### src/design/udc_pkg.sv
// Shared constants, register map and helper functions for the up/down counter
package udc_pkg;

    // Counter geometry and reset value
    localparam int CNT_W = 4;
    localparam logic [CNT_W-1:0] CNT_MAX = 4'hf;
    localparam logic [CNT_W-1:0] CNT_MIN = 4'h0;
    localparam logic [CNT_W-1:0] CNT_ONE = 4'h1;
    localparam logic [CNT_W-1:0] CNT_RESET = 4'h0;

    // APB geometry
    localparam int APB_AW = 12;
    localparam int APB_DW = 32;
    localparam int APB_SW = APB_DW / 8;
    localparam logic [APB_DW-1:0] APB_ZERO = 32'h0;

    // Register byte offsets
    localparam logic [APB_AW-1:0] OFS_CTRL = 12'h000;
    localparam logic [APB_AW-1:0] OFS_COUNT = 12'h004;
    localparam logic [APB_AW-1:0] OFS_IRQ_STATUS = 12'h008;
    localparam logic [APB_AW-1:0] OFS_IRQ_MASK = 12'h00c;

    // Control register fields
    localparam int CTRL_HOLD_BIT = 0;
    localparam int CTRL_LOAD_BIT = 4;
    localparam int CTRL_PRESET_LSB = 8;

    // Count register fields
    localparam int COUNT_VAL_LSB = 0;
    localparam int COUNT_TC_BIT = 4;
    localparam int COUNT_DIR_BIT = 5;
    localparam int COUNT_INH_BIT = 6;
    localparam int COUNT_LOAD_BIT = 7;

    // Interrupt status and mask fields
    localparam int IRQ_N = 3;
    localparam int IRQ_WRAP_UP = 0;
    localparam int IRQ_WRAP_DOWN = 1;
    localparam int IRQ_PRESET = 2;
    localparam logic [IRQ_N-1:0] IRQ_RESET = 3'h0;

    // One count step in the selected direction, wrapping modulo sixteen
    function automatic logic [CNT_W-1:0] udc_step(input logic [CNT_W-1:0] cnt, input logic down);
        udc_step = down ? (cnt - CNT_ONE) : (cnt + CNT_ONE);
    endfunction

    // Maximum counting up or minimum counting down
    function automatic logic udc_at_terminal(input logic [CNT_W-1:0] cnt, input logic down);
        udc_at_terminal = down ? (cnt == CNT_MIN) : (cnt == CNT_MAX);
    endfunction

    // Byte strobes widened to a bit mask
    function automatic logic [APB_DW-1:0] udc_strb_mask(input logic [APB_SW-1:0] strb);
        logic [APB_DW-1:0] m;
        m = APB_ZERO;
        for (int i = 0; i < APB_SW; i++) begin
            m[i*8 +: 8] = {8{strb[i]}};
        end
        udc_strb_mask = m;
    endfunction

endpackage

### src/design/udc_cascade.sv
// Terminal count and gated ripple outputs for cascading stages
module udc_cascade
    import udc_pkg::*;
(
    // Count clock and state
    input wire logic clk,
    input wire logic [CNT_W-1:0] count_val,
    input wire logic down_sel,
    input wire logic count_enable,
    // Cascade outputs
    output logic term_count,
    output logic ripple_pulse_n
);

    logic at_term;

    // Follows the count, so it lasts about one whole clock period
    assign at_term = udc_at_terminal(count_val, down_sel);
    assign term_count = at_term;

    // Low phase only; an inhibited stage passes no carry or borrow
    assign ripple_pulse_n = ~(at_term & count_enable & ~clk);

endmodule

### src/design/udc_counter_top.sv
// Four-bit up/down counter with asynchronous preset, cascade outputs and APB registers
//
// Functional notes
// - Four bit count, all bits clocked together
// - Count changes only at rising clock edge
// - Counts only while inhibit input is low
// - Direction low counts up, high down
// - Control changes act only at next edge
// - Load low forces count to data inputs
// - Preset is immediate, independent of clock
// - Upward wrap from fifteen to zero
// - Downward wrap from zero to fifteen
// - Terminal flag high at max up/min down
// - Ripple low at terminal during clock low
//
// The register addresses and the APB slave port were left to the implementer.
module udc_counter_top
    import udc_pkg::*;
(
    // Clock and reset
    input wire logic clk,
    input wire logic resetn,
    // APB slave
    input wire logic [APB_AW-1:0] paddr,
    input wire logic psel,
    input wire logic penable,
    input wire logic pwrite,
    input wire logic [APB_DW-1:0] pwdata,
    input wire logic [APB_SW-1:0] pstrb,
    output logic [APB_DW-1:0] prdata,
    output logic pready,
    output logic pslverr,
    // Counter control pins
    input wire logic count_inhibit_n,
    input wire logic down_sel,
    input wire logic load_n,
    input wire logic [CNT_W-1:0] preset_data,
    // Counter outputs
    output logic [CNT_W-1:0] count_q,
    output logic term_count,
    output logic ripple_pulse_n,
    // Interrupt
    output logic irq
);

    typedef struct packed {
        logic [CNT_W-1:0] count;
        logic hold;
        logic [CNT_W-1:0] sw_preset;
        logic load_n_prev;
        logic [APB_DW-1:0] rdata;
        logic err;
    } udc_state_type;

    localparam udc_state_type ST_RESET = '{
        count: CNT_RESET,
        hold: 1'b0,
        sw_preset: CNT_RESET,
        load_n_prev: 1'b1,
        rdata: APB_ZERO,
        err: 1'b0
    };

    udc_state_type st_r;
    udc_state_type st_nxt;

    // Bus decode
    logic setup_ph;
    logic access_wr;
    logic hit_ctrl;
    logic hit_count;
    logic hit_irq_status;
    logic hit_irq_mask;
    logic mapped;
    logic [APB_DW-1:0] wmask;
    logic [APB_DW-1:0] wmerged_ctrl;
    logic [APB_DW-1:0] ctrl_view;
    logic [APB_DW-1:0] count_view;
    logic [APB_DW-1:0] irq_status_view;
    logic [APB_DW-1:0] irq_mask_view;

    // Counter steering
    logic count_enable;
    logic sw_load;
    logic [CNT_W-1:0] sw_load_val;
    logic at_term_r;
    logic wrap_up_ev;
    logic wrap_down_ev;
    logic preset_ev;
    logic [IRQ_N-1:0] irq_events;

    // Interrupt bank access
    logic irq_clear_we;
    logic irq_mask_we;
    logic [IRQ_N-1:0] irq_status;
    logic [IRQ_N-1:0] irq_mask;

    assign setup_ph = psel & ~penable;
    assign access_wr = psel & penable & pwrite;
    assign hit_ctrl = (paddr == OFS_CTRL);
    assign hit_count = (paddr == OFS_COUNT);
    assign hit_irq_status = (paddr == OFS_IRQ_STATUS);
    assign hit_irq_mask = (paddr == OFS_IRQ_MASK);
    assign mapped = hit_ctrl | hit_count | hit_irq_status | hit_irq_mask;
    assign wmask = udc_strb_mask(pstrb);

    // Control word merged lane by lane with the written data
    assign wmerged_ctrl = (ctrl_view & ~wmask) | (pwdata & wmask);

    // Software hold gates counting like the inhibit pin does
    assign count_enable = ~count_inhibit_n & ~st_r.hold;

    // Software load is a write of one to the self-clearing load bit
    assign sw_load = access_wr & hit_ctrl & wmerged_ctrl[CTRL_LOAD_BIT];
    assign sw_load_val = wmerged_ctrl[CTRL_PRESET_LSB +: CNT_W];

    // Wrap events come from the stored count at a counting edge
    assign at_term_r = udc_at_terminal(st_r.count, down_sel);
    assign wrap_up_ev = load_n & ~sw_load & count_enable & ~down_sel & at_term_r;
    assign wrap_down_ev = load_n & ~sw_load & count_enable & down_sel & at_term_r;
    assign preset_ev = (~load_n & st_r.load_n_prev) | sw_load;

    always_comb begin
        irq_events = IRQ_RESET;
        irq_events[IRQ_WRAP_UP] = wrap_up_ev;
        irq_events[IRQ_WRAP_DOWN] = wrap_down_ev;
        irq_events[IRQ_PRESET] = preset_ev;
    end

    assign irq_clear_we = access_wr & hit_irq_status;
    assign irq_mask_we = access_wr & hit_irq_mask;

    // Read views, unused bits read as zero
    always_comb begin
        ctrl_view = APB_ZERO;
        ctrl_view[CTRL_HOLD_BIT] = st_r.hold;
        ctrl_view[CTRL_PRESET_LSB +: CNT_W] = st_r.sw_preset;
    end

    always_comb begin
        count_view = APB_ZERO;
        count_view[COUNT_VAL_LSB +: CNT_W] = count_q;
        count_view[COUNT_TC_BIT] = term_count;
        count_view[COUNT_DIR_BIT] = down_sel;
        count_view[COUNT_INH_BIT] = ~count_enable;
        count_view[COUNT_LOAD_BIT] = ~load_n;
    end

    always_comb begin
        irq_status_view = APB_ZERO;
        irq_status_view[IRQ_N-1:0] = irq_status;
        irq_mask_view = APB_ZERO;
        irq_mask_view[IRQ_N-1:0] = irq_mask;
    end

    always_comb begin
        st_nxt = st_r;
        st_nxt.load_n_prev = load_n;

        // Count path; controls act here at the clock edge, but load_n also steers count_q directly
        if (!load_n) begin
            st_nxt.count = preset_data;
        end else if (sw_load) begin
            st_nxt.count = sw_load_val;
        end else if (count_enable) begin
            st_nxt.count = udc_step(st_r.count, down_sel);
        end

        // Control register write
        if (access_wr && hit_ctrl) begin
            st_nxt.hold = wmerged_ctrl[CTRL_HOLD_BIT];
            st_nxt.sw_preset = sw_load_val;
        end

        // Read data and error latched in setup so the access phase needs no wait
        if (setup_ph) begin
            st_nxt.err = ~mapped;
            unique case (1'b1)
                hit_ctrl: st_nxt.rdata = ctrl_view;
                hit_count: st_nxt.rdata = count_view;
                hit_irq_status: st_nxt.rdata = irq_status_view;
                hit_irq_mask: st_nxt.rdata = irq_mask_view;
                default: st_nxt.rdata = APB_ZERO;
            endcase
        end
    end

    always_ff @(posedge clk) begin
        if (!resetn) begin
            st_r <= ST_RESET;
        end else begin
            st_r <= st_nxt;
        end
    end

    // Preset bypasses the flip-flops so the pins follow without a clock edge
    assign count_q = load_n ? st_r.count : preset_data;

    udc_cascade u_cascade (
        .clk(clk),
        .count_val(count_q),
        .down_sel(down_sel),
        .count_enable(count_enable),
        .term_count(term_count),
        .ripple_pulse_n(ripple_pulse_n)
    );

    udc_irq_bank #(
        .N(IRQ_N)
    ) u_irq (
        .clk(clk),
        .resetn(resetn),
        .event_set(irq_events),
        .clear_we(irq_clear_we),
        .clear_bits(pwdata[IRQ_N-1:0] & wmask[IRQ_N-1:0]),
        .mask_we(irq_mask_we),
        .mask_bits((irq_mask & ~wmask[IRQ_N-1:0]) | (pwdata[IRQ_N-1:0] & wmask[IRQ_N-1:0])),
        .status(irq_status),
        .mask(irq_mask),
        .irq(irq)
    );

    // Zero wait states; read data was captured in the setup cycle
    assign pready = 1'b1;
    assign prdata = st_r.rdata;
    assign pslverr = psel & penable & st_r.err;

endmodule

### src/design/udc_irq_bank.sv
// Sticky interrupt status with write-one-to-clear, mask and level output
module udc_irq_bank
    import udc_pkg::*;
#(
    parameter int N = IRQ_N
) (
    // Clock and reset
    input wire logic clk,
    input wire logic resetn,
    // Event inputs
    input wire logic [N-1:0] event_set,
    // Software access
    input wire logic clear_we,
    input wire logic [N-1:0] clear_bits,
    input wire logic mask_we,
    input wire logic [N-1:0] mask_bits,
    // State and interrupt
    output logic [N-1:0] status,
    output logic [N-1:0] mask,
    output logic irq
);

    typedef struct packed {
        logic [N-1:0] status;
        logic [N-1:0] mask;
        logic irq;
    } udc_irq_state_type;

    udc_irq_state_type st_r;
    udc_irq_state_type st_nxt;

    always_comb begin
        st_nxt = st_r;
        // Set wins so an event in the clearing cycle survives
        if (clear_we) begin
            st_nxt.status = st_r.status & ~clear_bits;
        end
        st_nxt.status = st_nxt.status | event_set;
        if (mask_we) begin
            st_nxt.mask = mask_bits;
        end
        st_nxt.irq = |(st_nxt.status & st_nxt.mask);
    end

    always_ff @(posedge clk) begin
        if (!resetn) begin
            st_r <= '{status: '0, mask: '0, irq: 1'b0};
        end else begin
            st_r <= st_nxt;
        end
    end

    assign status = st_r.status;
    assign mask = st_r.mask;
    assign irq = st_r.irq;

endmodule

### config.mk
export PLATFORM = sky130hd
export DESIGN_NAME = udc_counter_top
export DESIGN_NICKNAME = d
export VERILOG_FILES = /design/src/design/udc_pkg.sv /design/src/design/udc_cascade.sv /design/src/design/udc_counter_top.sv /design/src/design/udc_irq_bank.sv
export SDC_FILE = /design/constraint.sdc
export NUM_CORES = 1
export LEC_CHECK = 0
export BUFFER_PORTS_ARGS = -buffer_cell sky130_fd_sc_hd__buf_4
export CAP_MARGIN = 10
export CORE_MARGIN = 3
export CORE_UTILIZATION = 46
export DETAILED_ROUTE_END_ITERATION = 7
export GPL_TIMING_DRIVEN = 0
export MAX_ROUTING_LAYER = met4
export PLACE_DENSITY = 0.81
export SYNTH_ARGS = -nofsm -noshare
export SYNTH_HDL_FRONTEND = slang
export SYNTH_SLANG_ARGS = --single-unit
### constraint.sdc
create_clock -name clk -period 2.25 [get_ports clk]
set_clock_uncertainty 0.05 [all_clocks]
set_input_delay 0.45 -clock clk [delete_from_list [all_inputs] [get_ports clk]]
set_output_delay 0.45 -clock clk [all_outputs]
set_load 0.02 [all_outputs]
==> qor.yml <==
outcome: "finished with violations"
violations: "setup timing"
p_leak_nw: 1.33
globalplace.congestion: 0.850
row_count: 23
worstPathArrival_ns: 1.96
required_ns: 1.75
power_density_nw_per_um2: 529
place_inst: 341
met3_length_um: 390
synthFlopType: "dfxtp_1"
fin_nets: 378
grt_remaining_overflow: 0
dieArea_um2: 5180
area_growth_syn_to_layout_pct: 38.8
hpwl_um: 3630
totalWireLength_um: 4760
die_w_um: 72.0
ys_warn_count: 0
antenna_left: 0
met1_length_um: 2010
reg2regPathDepth: 14
grtUsageTotal: 0.199
drive_gt1_frac: 0.424
hold_violations: 0
drc: 0
antenna_found_initial: 0
synthCells: 222
synth_seq_cells: 30
grt_pass1_wl_um: 7610
initial_core_util: 0.490
synthesis.area_um2: 2000
drv_cap: 0
yosys-top-cells-area: "dfxtp_1, buf_4, nor2b_1, mux2i_1, a22oi_1"
grt_pass1_vias: 1659
portBuffers: 50
synth_top_area_frac: 0.300
die_y_um: 72.0
rsz0062_at_grt: "yes"
worstPathMaxFanout: 2
yosysTopAreaCell: "dfxtp_1"
final_core_util: 0.680
fin_ws_ns: -0.205
grt_max_degree: 11
cts_tree: "built"
maxUsedRoutingLayer: "met4"
vdd_drop_max_mv: 0.415
endpoint_kind: "output port"
period_share: 1.09
path_class: "register to output port"
post_synth_num_cell_types: 53
fin_crit_ns: 2.46
nFillCells: 335
synth_edf_count: 0
post_drt_wl_per_cell_um: 13.0
netlist_top_cells_count: "buf_4, dfxtp_1, nor2b_1, nand2_1"
setup_viol: 4
hp-class: "input port to register"
clkTransAtPathRegs_ns: 0.07
syn_avg_cell_area_um2: 9.02
start_kind: "register"
vias: 1781
clkLatencyLatePin_ns: 0.39
synthArstFlopShare: 0
wl_met2_um: 2270
antenna_cells: 0
instances_no_fill: 366
finalMaxSlewViolations: 0
core_area_um2: 4090
hold_path_depth: 2
io_pins: 101
avgViaCountPerCell: 4.87
yosysMostFrequentCell: "buf_4"
cts_hold_buf: 0
fmax_mhz: 407
synth_sequential_area_ratio: 0.300
drt_pass1_iterations: 4
drtIter0Drc: 81
sequential cells by signal, summed over array words and instances, names as in the netlist, named ones only:
| signal | count |
|---|---|
| prdata | 12 |
| st_r | 6 |
| ctrl_view | 4 |
| u_irq.mask | 3 |
| u_irq.status | 3 |
| u_irq.irq | 1 |
worst paths after layout:
| path | from | slack (ns) | to |
|---|---|---|---|
| max | st_r[40] | -0.21 | ripple_pulse_n |
| min | resetn | 0.20 | st_r[33] |
| max reg2reg | st_r[40] | -0.17 | prdata[4] |
| min reg2reg | prdata[7] | 0.40 | prdata[7] |
layout make-up:
type | count | area, µm² | area share
buffer | 44 | 320 | 0.115
clock buffer | 10 | 135 | 0.0486
clock inverter | 2 | 12.5 | 0.00450
inverter | 7 | 26.3 | 0.00946
multi-input combinational | 160 | 1130 | 0.408
sequential | 30 | 612 | 0.220
tap | 50 | 62.6 | 0.0225
timing repair buffer | 63 | 477 | 0.172
logic make-up (layout without fill, tap and decap cells):
logic type,after synthesis,after routing,synth area share
AOI/OAI and AO/OA,41,41,0.147
xor gates and xnor gates,3,3,0.0131
adders and majority gates,3,3,0.0225
buffers and inverters,51,126,0.171
DFF,30,30,0.300
muxes,18,18,0.111
other,2,21,0.00375
and+or+nand+nor,74,74,0.232
where the power goes:
| part | internal, W | switching, W | leakage [nW] | total, W |
|---|---|---|---|---|
| clock network | 0.000366 | 0.000231 | 0.0755 | 0.000597 |
| registers | 0.000542 | 0.00000948 | 0.245 | 0.000552 |
| logic | 0.000166 | 0.000156 | 1.01 | 0.000322 |
timing repair:
| item | in CTS | in global routing |
|---|---|---|
| gates resized for setup | 8 | 0 |
| endpoints found under the setup margin | 3 | 4 |
| buffers inserted | 14 | 0 |
| pin swaps | 1 | 0 |
| endpoints found under the hold margin | 0 | 0 |
worst max-delay path, cell delays in order, from the launching register on:
cell and delay [ns]:
dfxtp_4 0.34, mux2_4 0.26, or4_4 0.54, mux2i_4 0.16, nand3b_1 0.11, buf_6 0.15
through the flow:
| step | instance area (µm²) | power (W) | setup TNS (ns) | worst slack, ns | hold slack (ns) |
|---|---|---|---|---|---|
| after global routing | 2780 | 0.00154 | -0.820 | -0.278 | 0.207 |
| after floorplan | 2080 | 0.000768 | -0.214 | -0.214 | 0.381 |
| after detailed placement | 2520 | 0.000864 | -0.253 | -0.167 | 0.402 |
| final | 2780 | 0.00147 | -0.581 | -0.205 | 0.203 |
| after global placement | 2520 | 0.000857 | -0.260 | -0.171 | 0.395 |
| after CTS | 2780 | 0.00148 | -0.575 | -0.221 | 0.201 |
cell usage in the layout (no fill, tap or decap), drive strengths merged, types with 4 or more instances in the layout:
master / n
nor2b: 17
nand3: 7
and3: 4
buf: 103
conb: 21
nor2: 8
clkbuf: 14
a22oi: 10
inv: 6
o21ai: 7
nand2b: 8
dfxtp: 30
a21boi: 5
mux2i: 10
nand2: 12
mux2: 7
nor4: 4
o211ai: 7
metal layers:
metal,vias to the layer above,GRT usage
li1,915,-
met1,784,0.229
met2,72,0.308
met3,10,0.0651
met4,0,0.104
met5,-,-
Note: power is estimated with default switching activity, not from simulation.
